## config.mk

```make
export PLATFORM = sky130hd
export DESIGN_NAME = utx_port
export DESIGN_NICKNAME = d
export VERILOG_FILES = /design/src/hw/utx_pkg.sv /design/src/hw/utx_port.sv
export SDC_FILE = /design/constraint.sdc
export NUM_CORES = 1
export LEC_CHECK = 0
export ABC_AREA = 1
export BUFFER_PORTS_ARGS = -buffer_cell sky130_fd_sc_hd__buf_2
export CAP_MARGIN = 0
export CORE_UTILIZATION = 46
export CTS_CLUSTER_SIZE = 24
export DETAILED_ROUTE_END_ITERATION = 12
export PLACE_DENSITY = 0.73
export SYNTH_ARGS = -nofsm -noshare
export SYNTH_HDL_FRONTEND = slang
export SYNTH_SLANG_ARGS = --single-unit
```

## constraint.sdc

```tcl
create_clock -name clk_i -period 6.1 [get_ports clk_i]
set_input_delay 0.915 -clock clk_i [delete_from_list [all_inputs] [get_ports clk_i]]
set_output_delay 0.915 -clock clk_i [all_outputs]
set_load 0.1 [all_outputs]
```

## src/hw/utx_pkg.sv

```systemverilog
// constants shared by the serial transmit port
package utx_pkg;
   localparam logic [7:0] ADDR_DATA = 8'h00;
   localparam logic [7:0] ADDR_FRAME = 8'h04;
   localparam logic [7:0] ADDR_BAUD = 8'h08;
   localparam logic [7:0] ADDR_CTRL = 8'h0c;
   localparam logic [7:0] ADDR_STATUS = 8'h10;
   localparam logic [7:0] ADDR_RAW = 8'h14;
   localparam logic [7:0] ADDR_MASK = 8'h18;
   localparam logic [7:0] ADDR_MASKED = 8'h1c;
   // frame_fifo_control fields
   localparam int FR_BREAK = 0;
   localparam int FR_PARITY = 1;
   localparam int FR_EVEN = 2;
   localparam int FR_STOP2 = 3;
   localparam int FR_FIFO_EN = 4;
   localparam int FR_WORD_LENGTH_LO = 5;
   localparam int FR_WIDTH = 7;
   localparam logic [6:0] FR_RESET = 7'h00;
   // control fields
   localparam int CT_ENABLE = 0;
   localparam int CT_IR_OFF = 1;
   localparam int CT_TX_INV = 4;
   localparam int CT_LOOP = 6;
   localparam int CT_BLANK_DIS = 7;
   localparam int CT_WIDTH = 8;
   localparam logic [7:0] CT_RESET = 8'h00;
   // status fields
   localparam int ST_CTS = 0;
   localparam int ST_DSR = 1;
   localparam int ST_DCD = 2;
   localparam int ST_BUSY = 3;
   localparam int ST_TX_FULL = 5;
   localparam int ST_TX_EMPTY = 7;
   // interrupt fields, same layout in raw, mask and masked
   localparam int IRQ_RX = 0;
   localparam int IRQ_TX = 1;
   localparam int IRQ_MODEM = 2;
   localparam int IRQ_TIMEOUT = 3;
   localparam logic [3:0] MASK_RESET = 4'h0;
   localparam logic [15:0] BAUD_RESET = 16'h0000;
   // timing in baud ticks, then fifo depth and tx irq free threshold in entries
   localparam int OVERSAMPLE = 16;
   localparam int IR_PULSE_TICKS = 3;
   localparam int FIFO_DEPTH = 16;
   localparam int TX_IRQ_FREE = 8;
   typedef enum logic [2:0] {
      UTX_IDLE = 3'b000,
      UTX_START = 3'b001,
      UTX_DATA = 3'b011,
      UTX_PARITY = 3'b010,
      UTX_STOP = 3'b110,
      UTX_BREAK = 3'b111
   } utx_state_e;
endpackage : utx_pkg

```

## src/hw/utx_port.sv

```systemverilog
// transmit half of an asynchronous serial port with modem status and loopback
//
// Our own choices: the plain strobed port and the register offsets.
`timescale 1ns/100ps
// Overview of operation
// - frame is start, data, parity, stop bits
// - break waits for character end, holds line low
// - leaving break resumes fifo, contents untouched
// - data writes queue, frames sent until empty
// - busy covers queued data and shifting frame
// - fifo mode tx irq while eight free
// - single mode tx irq while holder empty
// - enabled and empty drives mark, empty flag
// - full flag follows fifo full state
// - receive error flags replaced per character
// - standby and idle force inactive outputs
// - infrared mode holds wired output high
// - modem inputs shown on second, third ports
// - modem input change sets raw modem irq
// - raw status write clears only modem irq
// - masked status is raw and enable
// - combined irq ors masked sources
// - loopback routes outputs to receive inputs
// - blank disable turns receiver blanking off
// - tx invert selects active low data
// - word length selects five to eight bits
// - even select chooses parity sense
// - infrared pulse lasts three sixteenths bit
module utx_port #(
   parameter bit FIRST_PORT = 1'b0,
   parameter int DEPTH = utx_pkg::FIFO_DEPTH,
   parameter int AW = 4
) (
   input wire logic clk_i,
   input wire logic rst_n_i,
   input wire logic [7:0] addr_i,
   input wire logic [31:0] wr_data_i,
   input wire logic wr_i,
   input wire logic rd_i,
   output logic [31:0] rd_data_o,
   input wire logic standby_i,
   input wire logic idle_i,
   input wire logic dcd_i,
   input wire logic dsr_i,
   input wire logic cts_i,
   input wire logic wired_serial_in_i,
   input wire logic infrared_serial_in_i,
   input wire logic rx_char_valid_i,
   input wire logic [7:0] rx_data_i,
   input wire logic [3:0] rx_err_i,
   input wire logic rx_irq_flag_i,
   input wire logic rx_idle_timeout_irq_i,
   output logic wired_serial_out_o,
   output logic infrared_serial_out_o,
   output logic rx_wired_o,
   output logic rx_ir_o,
   output logic rx_pop_o,
   output logic busy_o,
   output logic combined_port_irq_o
);
   import utx_pkg::*;

   logic [FR_WIDTH-1:0] frame_fifo_control;
   logic [CT_WIDTH-1:0] ctrl;
   logic [15:0] baud_div;
   logic [3:0] irq_enable_mask;
   logic modem_change_irq;
   logic tx_fifo_empty_flag;
   logic [7:0] rx_data;
   logic [3:0] rx_err;
   logic [7:0] fifo_mem [DEPTH];
   logic [AW-1:0] wr_ptr;
   logic [AW-1:0] rd_ptr;
   logic [AW:0] count;
   logic [2:0] modem_meta;
   logic [2:0] modem_sync;
   logic [2:0] modem_prev;
   logic [1:0] rx_meta;
   logic [1:0] rx_sync;
   logic [15:0] baud_cnt;
   logic [3:0] sub_cnt;
   logic [2:0] bit_cnt;
   logic stop_cnt;
   logic [7:0] shifter;
   logic par_bit;
   utx_state_e state;
   utx_state_e next_state;

   // field views
   wire break_request = frame_fifo_control[FR_BREAK];
   wire parity_enable = frame_fifo_control[FR_PARITY];
   wire even_parity_select = frame_fifo_control[FR_EVEN];
   wire two_stop_select = frame_fifo_control[FR_STOP2];
   wire fifo_enable = frame_fifo_control[FR_FIFO_EN];
   wire [1:0] word_length = frame_fifo_control[FR_WORD_LENGTH_LO +: 2];
   wire port_enable = ctrl[CT_ENABLE];
   wire ir_mode_off = ctrl[CT_IR_OFF];
   wire tx_invert = ctrl[CT_TX_INV];
   wire loopback_select = ctrl[CT_LOOP];
   wire ir_blank_disable = ctrl[CT_BLANK_DIS];
   wire ir_active = FIRST_PORT && !ir_mode_off;

   // bus decode
   wire wr_data = wr_i && (addr_i == ADDR_DATA);
   wire wr_frame = wr_i && (addr_i == ADDR_FRAME);
   wire wr_baud = wr_i && (addr_i == ADDR_BAUD);
   wire wr_ctrl = wr_i && (addr_i == ADDR_CTRL);
   wire wr_raw = wr_i && (addr_i == ADDR_RAW);
   wire wr_mask = wr_i && (addr_i == ADDR_MASK);
   wire rd_data = rd_i && (addr_i == ADDR_DATA);

   // fifo with a single holding location when fifo mode is off
   wire [AW:0] capacity = fifo_enable ? (AW+1)'(DEPTH) : (AW+1)'(1);
   wire fifo_full = (count >= capacity);
   wire fifo_empty = (count == '0);
   wire push = wr_data && !fifo_full;
   wire load = (state == UTX_IDLE) && port_enable && !fifo_empty && !break_request;
   wire [AW:0] next_count = count + (AW+1)'(push) - (AW+1)'(load);

   // baud generation, gated while the port is disabled
   wire tick = port_enable && (baud_cnt == baud_div);
   wire bit_end = tick && (sub_cnt == 4'(OVERSAMPLE - 1));
   wire [2:0] last_bit = {1'b1, word_length};

   function automatic logic [7:0] utx_mask_data(input logic [7:0] d, input logic [1:0] wl);
      logic [7:0] m;
      m = 8'hff >> (2'h3 - wl);
      return d & m;
   endfunction : utx_mask_data

   wire [7:0] load_data = utx_mask_data(fifo_mem[rd_ptr], word_length);
   wire load_par = even_parity_select ? ^load_data : ~^load_data;

   always_comb begin
      next_state = state;
      unique case (state)
         UTX_IDLE: begin
            if (break_request && port_enable) begin
               next_state = UTX_BREAK;
            end else if (load) begin
               next_state = UTX_START;
            end
         end
         UTX_START: begin
            if (bit_end) begin
               next_state = UTX_DATA;
            end
         end
         UTX_DATA: begin
            if (bit_end && (bit_cnt == last_bit)) begin
               next_state = parity_enable ? UTX_PARITY : UTX_STOP;
            end
         end
         UTX_PARITY: begin
            if (bit_end) begin
               next_state = UTX_STOP;
            end
         end
         UTX_STOP: begin
            if (bit_end && (stop_cnt || !two_stop_select)) begin
               next_state = UTX_IDLE;
            end
         end
         UTX_BREAK: begin
            if (!break_request) begin
               next_state = UTX_IDLE;
            end
         end
      endcase
   end

   // logical value of the bit on the line, 1 is mark
   logic line_bit;
   always_comb begin
      line_bit = 1'b1;
      unique case (state)
         UTX_IDLE: line_bit = 1'b1;
         UTX_START: line_bit = 1'b0;
         UTX_DATA: line_bit = shifter[0];
         UTX_PARITY: line_bit = par_bit;
         UTX_STOP: line_bit = 1'b1;
         UTX_BREAK: line_bit = 1'b0;
      endcase
   end

   wire low_power = standby_i || idle_i;
   // ir pulse only marks zero bits, never during break hold
   wire ir_pulse = !line_bit && (state != UTX_BREAK) && (sub_cnt < 4'(IR_PULSE_TICKS));
   wire next_wired = low_power ? ~tx_invert :
                     ir_active ? 1'b1 :
                     (line_bit ^ tx_invert);
   wire next_ir = low_power ? tx_invert :
                  ir_active ? (ir_pulse ^ tx_invert) : tx_invert;

   // blanking hides our own ir echo from the receiver while sending
   wire blank = ir_active && !ir_blank_disable && (state != UTX_IDLE);
   wire next_rx_wired = loopback_select ? wired_serial_out_o : rx_sync[0];
   wire next_rx_ir = blank ? 1'b0 :
                     loopback_select ? infrared_serial_out_o : rx_sync[1];

   // interrupts
   wire [AW:0] free = capacity - count;
   wire tx_irq_flag = fifo_enable ? (free >= (AW+1)'(TX_IRQ_FREE)) : fifo_empty;
   wire modem_change = !FIRST_PORT && (modem_sync != modem_prev);
   wire [3:0] raw_irq_status = {rx_idle_timeout_irq_i, modem_change_irq && !FIRST_PORT,
                                tx_irq_flag, rx_irq_flag_i};
   wire [3:0] masked_irq_status = raw_irq_status & irq_enable_mask;
   wire [3:0] status = {1'b0, !FIRST_PORT && modem_sync[2], !FIRST_PORT && modem_sync[1],
                        !FIRST_PORT && modem_sync[0]};
   wire next_busy = !fifo_empty || ((state != UTX_IDLE) && (state != UTX_BREAK));

   logic [31:0] next_rd_data;
   always_comb begin
      next_rd_data = 32'h0;
      unique case (addr_i)
         ADDR_DATA: next_rd_data = {20'h0, rx_err, rx_data};
         ADDR_FRAME: next_rd_data = {25'h0, frame_fifo_control};
         ADDR_BAUD: next_rd_data = {16'h0, baud_div};
         ADDR_CTRL: next_rd_data = {24'h0, ctrl};
         ADDR_STATUS: begin
            next_rd_data[ST_CTS] = status[0];
            next_rd_data[ST_DSR] = status[1];
            next_rd_data[ST_DCD] = status[2];
            next_rd_data[ST_BUSY] = busy_o;
            next_rd_data[ST_TX_FULL] = fifo_full;
            next_rd_data[ST_TX_EMPTY] = tx_fifo_empty_flag;
         end
         ADDR_RAW: next_rd_data = {28'h0, raw_irq_status};
         ADDR_MASK: next_rd_data = {28'h0, irq_enable_mask};
         ADDR_MASKED: next_rd_data = {28'h0, masked_irq_status};
         default: next_rd_data = 32'h0;
      endcase
      if (!rd_i) begin
         next_rd_data = 32'h0;
      end
   end

   // registers written by software
   always_ff @(posedge clk_i) begin
      if (!rst_n_i) begin
         frame_fifo_control <= FR_RESET;
         ctrl <= CT_RESET;
         baud_div <= BAUD_RESET;
         irq_enable_mask <= MASK_RESET;
      end else begin
         if (wr_frame) frame_fifo_control <= wr_data_i[FR_WIDTH-1:0];
         if (wr_ctrl) ctrl <= wr_data_i[CT_WIDTH-1:0];
         if (wr_baud) baud_div <= wr_data_i[15:0];
         if (wr_mask) irq_enable_mask <= wr_data_i[3:0];
      end
   end

   // fifo storage has no reset; only the pointers and count need one
   always_ff @(posedge clk_i) begin
      if (push) fifo_mem[wr_ptr] <= wr_data_i[7:0];
   end

   always_ff @(posedge clk_i) begin
      if (!rst_n_i) begin
         wr_ptr <= '0;
         rd_ptr <= '0;
         count <= '0;
      end else begin
         // break never touches pointers, so queued data survives it
         if (push) wr_ptr <= wr_ptr + AW'(1);
         if (load) rd_ptr <= rd_ptr + AW'(1);
         count <= next_count;
      end
   end

   // set by an empty queue while the port is enabled, cleared by a data write
   always_ff @(posedge clk_i) begin
      if (!rst_n_i) begin
         tx_fifo_empty_flag <= 1'b1;
      end else if (wr_data) begin
         tx_fifo_empty_flag <= 1'b0;
      end else if (port_enable && (next_count == '0)) begin
         tx_fifo_empty_flag <= 1'b1;
      end
   end

   always_ff @(posedge clk_i) begin
      if (!rst_n_i) begin
         baud_cnt <= '0;
         sub_cnt <= '0;
      end else if (load || (state == UTX_IDLE)) begin
         baud_cnt <= '0;
         sub_cnt <= '0;
      end else if (tick) begin
         baud_cnt <= '0;
         sub_cnt <= sub_cnt + 4'h1;
      end else if (port_enable) begin
         baud_cnt <= baud_cnt + 16'h1;
      end
   end

   always_ff @(posedge clk_i) begin
      if (!rst_n_i) begin
         state <= UTX_IDLE;
         shifter <= '0;
         par_bit <= 1'b0;
         bit_cnt <= '0;
         stop_cnt <= 1'b0;
      end else begin
         state <= next_state;
         if (load) begin
            shifter <= load_data;
            par_bit <= load_par;
            bit_cnt <= '0;
            stop_cnt <= 1'b0;
         end else if (bit_end && (state == UTX_DATA)) begin
            shifter <= {1'b0, shifter[7:1]};
            bit_cnt <= bit_cnt + 3'h1;
         end else if (bit_end && (state == UTX_STOP)) begin
            stop_cnt <= 1'b1;
         end
      end
   end

   // receive character latch: errors change only when a new character lands
   always_ff @(posedge clk_i) begin
      if (!rst_n_i) begin
         rx_data <= '0;
         rx_err <= '0;
      end else if (rx_char_valid_i) begin
         rx_data <= rx_data_i;
         rx_err <= rx_err_i;
      end
   end

   // pins pass two flops; only the second stage, and for modem pins its delayed copy modem_prev, is looked at
   always_ff @(posedge clk_i) begin
      if (!rst_n_i) begin
         modem_meta <= '0;
         modem_sync <= '0;
         modem_prev <= '0;
         rx_meta <= 2'h3;
         rx_sync <= 2'h3;
      end else begin
         modem_meta <= {dcd_i, dsr_i, cts_i};
         modem_sync <= modem_meta;
         modem_prev <= modem_sync;
         rx_meta <= {infrared_serial_in_i, wired_serial_in_i};
         rx_sync <= rx_meta;
      end
   end

   // set wins over a clear in the same cycle
   always_ff @(posedge clk_i) begin
      if (!rst_n_i) begin
         modem_change_irq <= 1'b0;
      end else if (modem_change) begin
         modem_change_irq <= 1'b1;
      end else if (wr_raw) begin
         modem_change_irq <= 1'b0;
      end
   end

   always_ff @(posedge clk_i) begin
      if (!rst_n_i) begin
         rd_data_o <= '0;
         rx_pop_o <= 1'b0;
         wired_serial_out_o <= 1'b1;
         infrared_serial_out_o <= 1'b0;
         rx_wired_o <= 1'b1;
         rx_ir_o <= 1'b0;
         busy_o <= 1'b0;
         combined_port_irq_o <= 1'b0;
      end else begin
         rd_data_o <= next_rd_data;
         rx_pop_o <= rd_data;
         wired_serial_out_o <= next_wired;
         infrared_serial_out_o <= next_ir;
         rx_wired_o <= next_rx_wired;
         rx_ir_o <= next_rx_ir;
         busy_o <= next_busy;
         combined_port_irq_o <= |masked_irq_status;
      end
   end
endmodule : utx_port

```

; Yosys cells after proc, flatten, opt, wreduce, memory -nomap -nowiden
; Memory sizes are Yosys's and may differ from the RTL's. A register that Yosys moved wholly into a read port is not among the register bits.
; Cells that the tools add are included.
; Widths: inputs -> output; s select.
[totals]
register_bits = 150
latch_bits = 0
mem_bits_rw = 128
rom_bits = 0
input_bits = 66
output_inout_bits = 39
n_memories = 1
[mem_list]
columns = name, words, width, read_ports, rd_clocked_by_memory_dff, wr, line_no
row1 = fifo_mem, 16, 8, 1, 1, 1, utx_port.sv:71  ; logic [7:0] fifo_mem [DEPTH];
[op_classes]
n_addsub = 9
multipliers = 0
div_mod_pow = 0
n_lt_le_gt_ge = 2
eq_ne = 23
n_shift = 1
mux = 32
bitwise_logic = 6
n_reduce_logical = 47
[ops]
columns = op, count
row1 = $eq 8x5->1 const B, 4
row2 = $pmux 4 s8, 1
row3 = $mux 3, 8
row4 = $logic_and 1x1->1, 20
row5 = $pmux 3 s6, 1
row6 = $add 16x1->16 const B, 1
row7 = $eq 16x16->1, 1
row8 = $eq 8x4->1 const B, 2
row9 = $mux 8, 2
row10 = $pmux 1 s4, 4
row11 = $pmux 8 s2, 1
row12 = $add 4x1->4 const B, 3
row13 = $mux 1, 11
row14 = $logic_not 5->1, 2
row15 = $ne 2x2->1 const B, 5
row16 = $and 8x8->8, 1
row17 = $eq 8x3->1 const B, 1
row18 = $logic_not 8->1, 1
row19 = $mux 4, 2
row20 = $reduce_or 2->1, 4
row21 = $reduce_xnor 8->1, 1
row22 = $reduce_xor 8->1, 1
row23 = $shr 8x2->8 const A, 1
row24 = $eq 3x2->1 const B, 2
row25 = other kinds (27), 40

; Longest topological paths before layout
; Gate-level depths: netlist of run 1.
[logic_depth]
word_depth = 10
depth_mapped = 18
mapped_depth_nobuf = 18

; Least setup slack after synthesis of run 1
; Ideal clock, no wire load.
[synth_timing]
path_type = input -> register
from = input addr_i[1]
to = register tx_fifo_empty_flag
t_arrival_ps = 3279
setup_slack_ps = 2684
path_stages = 18
path_cell_list = nor2_1 -> inv_1 -> nor3_1 -> inv_1 -> nor2_1 -> inv_1 -> nor2_1 -> nand2_1 -> ha_1 -> inv_1 -> ha_1 -> inv_1 -> fa_1 -> o21ai_0 -> a21oi_1 -> xor2_1 -> a31oi_1 -> o21ai_0
[synth_between]
elab_chain_cells = 8
[synth_rtl]
columns = element, line_no
row1 = start: declaration, utx_port.sv:36  ; input wire logic [7:0] addr_i,
row2 = $logic_not 8->1 (*), utx_port.sv:104  ; wire wr_data = wr_i && (addr_i == ADDR_DATA);
row3 = $logic_and 1x1->1 (*), utx_port.sv:104
row4 = $logic_and 1x1->1, utx_port.sv:116  ; wire push = wr_data && !fifo_full;
row5 = $add 5x1->5, utx_port.sv:118  ; wire [AW:0] next_count = count + (AW+1)'(push) - (AW+1)'(load);
row6 = $sub 5x1->5, utx_port.sv:118
row7 = $logic_not 5->1, utx_port.sv:277  ; end else if (port_enable && (next_count == '0)) begin
row8 = $logic_and 1x1->1, utx_port.sv:277
row9 = $reduce_bool 2->1 (no source line), -
row10 = end signal: assignment, utx_port.sv:274  ; tx_fifo_empty_flag <= 1'b1;
row11 = end signal: assignment, utx_port.sv:276  ; tx_fifo_empty_flag <= 1'b0;
row12 = end signal: assignment, utx_port.sv:278  ; tx_fifo_empty_flag <= 1'b1;
row13 = end: declaration, utx_port.sv:68  ; logic tx_fifo_empty_flag;
; Every way passes the cells marked *; elsewhere a longest branch is shown, timed or not.
; A chain may end at the register's enable or synchronous reset.

; Final worst setup path of run 1
[layout_timing]
from = register count[3]
to = register tx_fifo_empty_flag
[layout_between]
elab_chain_cells = 8
[layout_rtl]
columns = element, line_no
row1 = start: declaration, utx_port.sv:74  ; logic [AW:0] count;
row2 = start signal: assignment, utx_port.sv:267  ; count <= next_count;
row3 = $ge 5x5->1 or $logic_not 5->1 (tied branches), "utx_port.sv:114, utx_port.sv:115"
row4 = $logic_not 1->1 (on tied branches), "utx_port.sv:116, utx_port.sv:117"
row5 = $logic_and 1x1->1 (on tied branches), "utx_port.sv:116, utx_port.sv:117"
row6 = $add 5x1->5 or $logic_and 1x1->1 (tied branches), "utx_port.sv:118, utx_port.sv:117"
row7 = $sub 5x1->5 (*), utx_port.sv:118
row8 = $logic_not 5->1 (*), utx_port.sv:277
row9 = $logic_and 1x1->1 (*), utx_port.sv:277
row10 = $reduce_bool 2->1 (no source line) (*), -
; Marks and branches as above.

==> results of run 1 <==
-- final cells by class --
class | count | area share
sequential | 266 | 0.4951
multi-input combinational | 889 | 0.3212
clock buffer | 41 | 0.06431
inverter | 189 | 0.05315
tap | 330 | 0.03094
timing repair buffer | 75 | 0.02869
clock inverter | 9 | 0.006656
-- cells in the final DEF, fill, tap and decap left out, drive strengths merged, types with 8 or more instances in the layout --
cell | netlist | layout
nor3 | 30 | 30
o21ai | 77 | 77
xor2 | 16 | 16
dfxtp | 138 | 138
conb | 1 | 16
inv | 187 | 191
nand3 | 111 | 111
nor2 | 139 | 139
ha | 17 | 17
a21oi | 75 | 75
edfxtp | 128 | 128
nand4 | 8 | 8
nand2 | 332 | 332
buf | 36 | 75
clkbuf | 26 | 41
o22ai | 13 | 13
-- power by group through the flow --
stage               Clock (mW)  Sequential (mW)  Combinational, mW
floorplan                    0             1.97              0.153
global placement             0             1.94              0.242
detailed placement           0             1.94              0.244
CTS                       1.73             1.90              0.246
global route              1.80             1.91              0.267
finish                    1.72             1.90              0.247
-- metrics by stage --
stage          std cells  power (mW)
2_1_floorplan       1406       2.126
3_3_place_gp        1749       2.184
3_5_place_dp        1749       2.187
4_1_cts             1799       3.883
5_1_grt             1799       3.975
6_report            1799       3.873
-- worst min-delay path by stage --
| stage | cells after the start | end | slack [ns] |
|---|---|---|---|
| after floorplan | 2 | modem_sync[0] | 0.39 |
| after global placement | 2 | modem_sync[2] | 0.39 |
| after detailed placement | 1 | rx_sync[0] | 0.40 |
| after CTS | 1 | rx_sync[0] | 0.41 |
| after global routing | 1 | rx_sync[0] | 0.42 |
| final | 2 | modem_sync[2] | 0.41 |
-- flip-flops by register name, indices dropped and copies added, names as in the netlist, 7 cells and up, named ones only --
register / count
fifo_mem: 128
baud_cnt: 16
baud_div: 16
rd_data_o: 16
ctrl: 8
rx_data: 8
shifter: 8
frame_fifo_control: 7
-- kinds of logic (layout without fill, tap and decap cells) --
kind of cell,Yosys count,in the layout,synth area share
fa+ha+maj,18,18,0.01959
flops,266,266,0.5560
xor+xnor,23,23,0.01695
simple gates,639,639,0.2281
buf+inv,251,314,0.08793
other cells,1,16,0.0003156
compound gates,193,193,0.09109
-- per-layer routing --
metal | wire length (µm) | global-route usage | share of wire | vias up
li1 | - | - | - | 4626
met1 | 12000 | 0.2755 | 0.44 | 4254
met2 | 12590 | 0.3397 | 0.46 | 362
met3 | 2094 | 0.03285 | 0.076 | 53
met4 | 784 | 0.08071 | 0.029 | 0
met5 | 0 | 0 | 0 | -
-- critical path: stages, from the launching register on --
cell and delay [ns]:
dfxtp_1 0.33, inv_1 0.14, ha_1 0.16, nand2_1 0.08, nor3_1 0.31, nor2_1 0.09
nand3_2 0.37, clkinv_1 0.38, ha_1 0.37, inv_1 0.05, ha_1 0.15, inv_1 0.06
fa_1 0.40, o21ai_0 0.17, a21oi_1 0.10, xor2_1 0.16, a31oi_1 0.14, o21ai_0 0.08
==> flow_summary.ini, run 1 <==
[placed_design]
place_hpwl_mm = 17.99
place_area_um2 = 12400
io_buffers = 72
finalWeightedCongestion = 0.8855
place_ws_ns = 2.070

[floorplanning]
fp.dieH_um = 162.7
initial_core_util = 0.4705
dieArea_um2 = 26480
io-pin-count = 105
chipWidth_um = 162.7
fp-row-count = 58
fp.coreArea_um2 = 25250

[power]
seqPwrFrac = 0.491
power.density_nw_per_um2 = 290.2
swShare = 0.2348
switchingPower_uw = 909.3
internal_power_mw = 2.964
p_clk_frac = 0.445
power.leakage_nw = 5.548
ir_drop_v = 0.0002042
p_comb_frac = 0.064

[synth]
netlist_instances = 1391
synth_common_cells = nand2_1, inv_1, dfxtp_1
synth_top_area_share = 0.3235
netlist_area_um2 = 11880
yosysUniqueCellTypes = 51
synth_area_leader_cell = edfxtp_1
synth_edf_count = 128
syn_avg_cell_area_um2 = 8.542
synthTopCellsByArea = edfxtp_1, dfxtp_1, nand2_1, inv_1, nand3_1
async_flop_share = 0
ys.flop_type = dfxtp_1
yosysWarningCount = 0
ys_ff_latch = 266
yosys.cell_count.top_type = nand2_1
ys_seq_area_frac = 0.5560

[clocking]
post_cts_resized = 0
cts_tree = done
ctsHoldBuffers = 0
cts.sinks = 266
ctsRootBufferMaster = clkbuf_16
cts_inserted_buffers = 27
clockBufferDepth = 3
path_clk_slew_ns = 0.07
h-tree-depth = 1
post_cts_buffers = 0
clock_latency_ns = 0.55

[layout]
areaGrowthSynthToFinish_pct = 12.33
antenna_cells = 0
multiInputGateArea_um2 = 4287
nets = 1532
final_util = 0.5285
final_area_um2 = 13350
seqCellArea_um2 = 6608
drive_above_1_share = 0.09666
fill_cells = 2274

[critical_path]
crit_start = count[3]
timing.rr.end = tx_fifo_empty_flag
required_ns = 6.51
crit_path_end_kind = register
cp_max_fo = 23
rrSetupSlack_ns = 2.38
r2r-start = count[3]
crit_type = reg -> reg
critical_path.startpoint_type = register
rr_worst_depth = 17
crit_path_end = tx_fifo_empty_flag
arrival_ns = 4.12

[global_route]
antenna_found_initial = 0
grt_pass1_vias = 8673
grt_pass1_wl_mm = 43.25
globalRouteOverflowTotal = 0
track_usage = 0.2075
grt_max_degree = 66

[routing]
vias = 9295
drt_iter0_drc = 751
vias_per_cell = 5.167
drc = 0
wirelength_mm = 27.47
drt_pass1_iterations = 6
wl_per_cell_um = 15.27
ant_nets = 0

[sta]
tightest_slew_ns = 1.139
finalHoldViolCount = 0
finalCritPeriodShare = 0.6092
fmax_mhz = 269.1
slew_headroom = 0.2392
layout_min_cycle_time_ns = 3.716
rsz0062_at_grt = no
tns_ns = 0
final-setup-viol-count = 0
skew_ns = 0.01653
hold_ws_ns = 0.4108
layout_setup_ws_ns = 2.384
report.final.slew_viol_count = 0

[worst_hold_path]
holdCritPathClass = reg -> reg
hold_start = modem_meta[2]

[run_status]
status = complete, no violations

[flow_run]
cap_violations = 0
Note: power is estimated with default switching activity, not from simulation.
==> run 2, diff against run 1 <==
PLACE_DENSITY = 0.76   (was 0.73)
clock period = 3.25 ns   (was 6.1 ns; I/O delays follow)
==> run 2 against run 1 <==
Net effect:
- wire length up 1.9%
- largest cell class unchanged
- combinational power increased by 93%
- maximum frequency grew 23%
- largest power group unchanged
- highest routed layer unchanged
==> flow_summary.ini, run 2 (same netlist as run 1, synthesis figures left out) <==
[sta]
tns_ns = 0
report.final.slew_viol_count = 0
layout_min_cycle_time_ns = 3.010
slew_headroom = 0.2258
rsz0062_at_grt = no
hold_ws_ns = 0.1328
skew_ns = 0.01674
fmax_mhz = 332.2
final-setup-viol-count = 0
tightest_slew_ns = 1.160
finalCritPeriodShare = 0.9262
finalHoldViolCount = 0

[layout]
fill_cells = 2233
final_cell_mix = nand2_1, inv_1, dfxtp_1, nor2_1, edfxtp_1
areaGrowthSynthToFinish_pct = 13.78
nets = 1559
largest_reg_flops = 128
antenna_cells = 0
max_flop_register = fifo_mem
drive_above_1_share = 0.1130
final_common_cell = nand2_1
final_util = 0.5353

[clocking]
cts_inserted_buffers = 26
clock_latency_ns = 0.54
ctsRootBufferMaster = clkbuf_16
cts_tree = done
clockBufferDepth = 3
cts.sinks = 266
path_clk_slew_ns = 0.07
h-tree-depth = 1

[global_route]
globalRouteOverflowTotal = 0
grt_pass1_vias = 9086
antenna_found_initial = 0
grt_max_degree = 65
grt_pass1_wl_mm = 44.65
track_usage = 0.2130

[routing]
wl_per_cell_um = 15.34
vias_per_cell = 5.294
drt_pass1_iterations = 5
wirelength_mm = 27.99
drc = 0
drt_iter0_drc = 802
vias = 9662
ant_nets = 0

[critical_path]
cp_max_fo = 3
critical_path.startpoint_type = register
required_ns = 3.64
crit_type = reg -> reg
arrival_ns = 3.40
crit_path_end_kind = register

[floorplanning]
fp.coreArea_um2 = 25250
dieArea_um2 = 26480
fp-row-count = 58
io-pin-count = 105
initial_core_util = 0.4705
chipWidth_um = 162.7
fp.dieH_um = 162.7

[worst_hold_path]
holdCritPathClass = in -> reg

[placed_design]
io_buffers = 72
place_hpwl_mm = 18.79
finalWeightedCongestion = 0.9005

[run_status]
status = complete, no violations

[power]
finalPower_mw = 7.131
power.leakage_nw = 5.668
ir_drop_v = 0.0004872
power.density_nw_per_um2 = 527.5

[flow_run]
cap_violations = 0
[run 2: cell count changes in the layout (fill, tap and decap cells not counted), moves of 2 or more]
| cell | before | now |
|---|---|---|
| buf_4 | 3 | 30 |
| clkbuf_1 | 6 | 4 |
| clkbuf_16 | 32 | 26 |
| clkbuf_8 | 2 | 9 |
| clkinv_1 | 2 | 4 |
| inv_4 | 3 | 0 |
[run 2: area by class of cell]
class                      instances  area (µm²)  area share
clock inverter                     9       103.9    0.007682
sequential                       266        6608      0.4888
clock buffer                      39       789.5     0.05840
inverter                         189       709.4     0.05248
tap                              330       412.9     0.03054
timing repair buffer             103       605.6     0.04479
multi-input combinational        889        4290      0.3174
[run 2: path summary, 6_finish.rpt]
path,start,endpoint,slack [ns],depth (start not counted)
setup reg to reg,count[4],tx_fifo_empty_flag,0.24,15
hold reg to reg,modem_meta[1],modem_sync[1],0.41,2
setup / recovery,count[4],tx_fifo_empty_flag,0.24,15
hold / removal,dcd_i,modem_meta[2],0.13,3
[run 2: power breakdown]
group / internal (mW) / switching [mW] / leakage (nW)
registers: 3.55 / 0.0312 / 2.27
logic: 0.105 / 0.371 / 2.96
clock network: 1.83 / 1.24 / 0.444
[run 2: what timing repair did]
action / 4_1_cts / 5_1_grt
hold buffers: 0 / 0
gates resized for setup: 0 / 2
endpoints found under the setup margin: 0 / 1
buffers inserted: 0 / 0
[run 2: per-stage QoR]
step | instance area, µm² | cells | setup WS [ns]
6_report | 13520 | 1825 | 0.2398
5_1_grt | 13520 | 1825 | 0.05096
3_3_place_gp | 12620 | 1777 | 0.1122
4_1_cts | 13520 | 1825 | 0.1338
3_5_place_dp | 12620 | 1777 | 0.03352
2_1_floorplan | 11940 | 1406 | 0.2610
[run 2: critical path, cell delays in order, from the launching register on]
cell	delay, ns
dfxtp_1	0.36
inv_1	0.06
ha_1	0.33
nand4_1	0.17
a21oi_2	0.24
nand2_1	0.10
ha_1	0.29
inv_1	0.06
ha_1	0.16
inv_1	0.06
fa_1	0.39
o21ai_1	0.15
a21oi_1	0.09
xor2_1	0.16
a31oi_1	0.15
o21ai_0	0.09
[run 2: routing by layer]
metal	vias up	share of wire	GRT usage	wire length (µm)
met1	4509	0.42	0.2766	11840
met5	-	0	0	0
met3	63	0.072	0.02597	2028
met2	406	0.47	0.3623	13240
li1	4684	-	-	-
met4	0	0.032	0.08156	882
==> run 3, diff against run 2 <==
CORE_UTILIZATION = 54   (was 46)
PLACE_DENSITY = 0.85   (was 0.76)
==> run 3 against run 2 <==
Net effect:
- core utilization up 9.1 points
- combinational power about the same
- count of clock-buffer cells in the layout grew 4
- sequential cell count unchanged
- first-iteration DRC count grew 21%
- setup slack got worse by 0.017 ns
- die area decreased by 15%
- sequential power about the same
- critical path depth is the same
- non-clock buffer count shrank 4
- maximum frequency decreased by 0.57%
- clock power decreased by 7.8%
- critical endpoint unchanged
==> flow_summary.ini, run 3 (same netlist as run 1, synthesis figures left out) <==
[clocking]
cts_tree = done
cts.sinks = 266
clock_latency_ns = 0.54
clockBufferDepth = 3
ctsRootBufferMaster = clkbuf_16
path_clk_slew_ns = 0.06
h-tree-depth = 1
cts_inserted_buffers = 26
post_cts_buffers = 0

[critical_path]
required_ns = 3.64
cp_max_fo = 3
crit_type = reg -> reg
arrival_ns = 3.42
critical_path.startpoint_type = register
crit_path_end_kind = register

[sta]
hold_ws_ns = 0.1308
tns_ns = 0
fmax_mhz = 330.3
rsz0062_at_grt = no
tightest_slew_ns = 1.065
final-setup-viol-count = 0
skew_ns = 0.02863
finalHoldViolCount = 0
layout_min_cycle_time_ns = 3.028
slew_headroom = 0.2894
finalCritPeriodShare = 0.9316
report.final.slew_viol_count = 0

[layout]
areaGrowthSynthToFinish_pct = 12.19
nets = 1555
final_common_cell = nand2_1
stdcell_count = 1766
final_util = 0.6262
drive_above_1_share = 0.1073
antenna_cells = 0
final_cell_mix = nand2_1, inv_1, dfxtp_1, nor2_1, edfxtp_1
largest_reg_flops = 128
fill_cells = 1611
max_flop_register = fifo_mem

[power]
swShare = 0.2390
switchingPower_mw = 1.648
p_comb_frac = 0.069
seqPwrFrac = 0.519
power.density_nw_per_um2 = 517.2
p_clk_frac = 0.411
ir_drop_v = 0.0004507
finalPower_mw = 6.894
internal_power_mw = 5.246
power.leakage_nw = 5.597

[placed_design]
dp.cells = 1718
place_hpwl_mm = 18.82
io_buffers = 72
finalWeightedCongestion = 0.9211

[global_route]
top_usage_layer = met2
track_usage = 0.2564
met3_usage = 0.03939
grt_pass1_wl_mm = 45.34
antenna_found_initial = 0
grt_pass1_vias = 9212
globalRouteOverflowTotal = 0
grt_max_degree = 65
grt_use_met1 = 0.3421
use_met2 = 0.4168

[routing]
vias = 9767
wirelength_mm = 28.41
drc = 0
wl_per_cell_um = 16.09
drt_iter0_drc = 972
drt_pass1_iterations = 6
vias_per_cell = 5.531
ant_nets = 0

[worst_hold_path]
holdCritPathClass = in -> reg

[floorplanning]
fp.dieH_um = 150.3
initial_core_util = 0.5582
dieArea_um2 = 22600
fp.coreArea_um2 = 21290
fp-row-count = 53
chipWidth_um = 150.3
io-pin-count = 105

[run_status]
status = complete, no violations

[flow_run]
cap_violations = 0
## run 3: area by class of cell
| cell class | count | area [µm²] | area share |
|---|---|---|---|
| repair buffers | 99 | 575.6 | 0.04318 |
| well taps | 275 | 344.1 | 0.02581 |
| multi-input cells | 889 | 4295 | 0.3222 |
| flip-flops and latches | 266 | 6608 | 0.4957 |
| clock inverters | 5 | 40.04 | 0.003004 |
| inverters | 189 | 709.4 | 0.05322 |
| clock buffers | 43 | 758.2 | 0.05688 |
## run 3: stage by stage
stage,instance area (µm²),setup WS [ns]
6_report,13330,0.2224
5_1_grt,13330,0.02659
4_1_cts,13320,0.1640
3_5_place_dp,12520,0.08804
3_3_place_gp,12520,0.1470
2_1_floorplan,11940,0.2610
## run 3: routing by layer
layer / part of all wire / wire [µm]
met1: 0.41 / 11610
met2: 0.47 / 13380
met3: 0.087 / 2475
met4: 0.033 / 949
met5: 0 / 0
## run 3: final timing paths
check / startpoint / end / slack (ns) / depth (start not counted)
min: cts_i / modem_meta[0] / 0.13 / 3
max reg2reg: count[4] / tx_fifo_empty_flag / 0.22 / 15
min reg2reg: modem_meta[0] / modem_sync[0] / 0.41 / 2
max: count[4] / tx_fifo_empty_flag / 0.22 / 15
## run 3: worst max-delay path: stages, from the launching register on
cell and delay (ns):
dfxtp_1 0.39, inv_1 0.07, ha_1 0.34, nand4_1 0.14, a21oi_2 0.22, nand2_1 0.11
ha_1 0.29, inv_1 0.05, ha_1 0.16, inv_1 0.07, fa_1 0.40, o21ai_1 0.15
a21oi_1 0.09, xor2_1 0.16, a31oi_1 0.15, o21ai_0 0.08
## run 3: power by group through the flow
stage	clock network, mW	logic (mW)	registers (mW)
finish	2.84	0.479	3.58
global route	2.99	0.517	3.58
CTS	2.84	0.475	3.58
detailed placement	0	0.470	3.65
global placement	0	0.460	3.65
floorplan	0	0.288	3.70
## run 3: timing repair
item,in CTS,in global routing
hold endpoints to repair,0,0
hold buffers,0,0
endpoints found under the setup margin,0,1
gates resized for setup,0,3
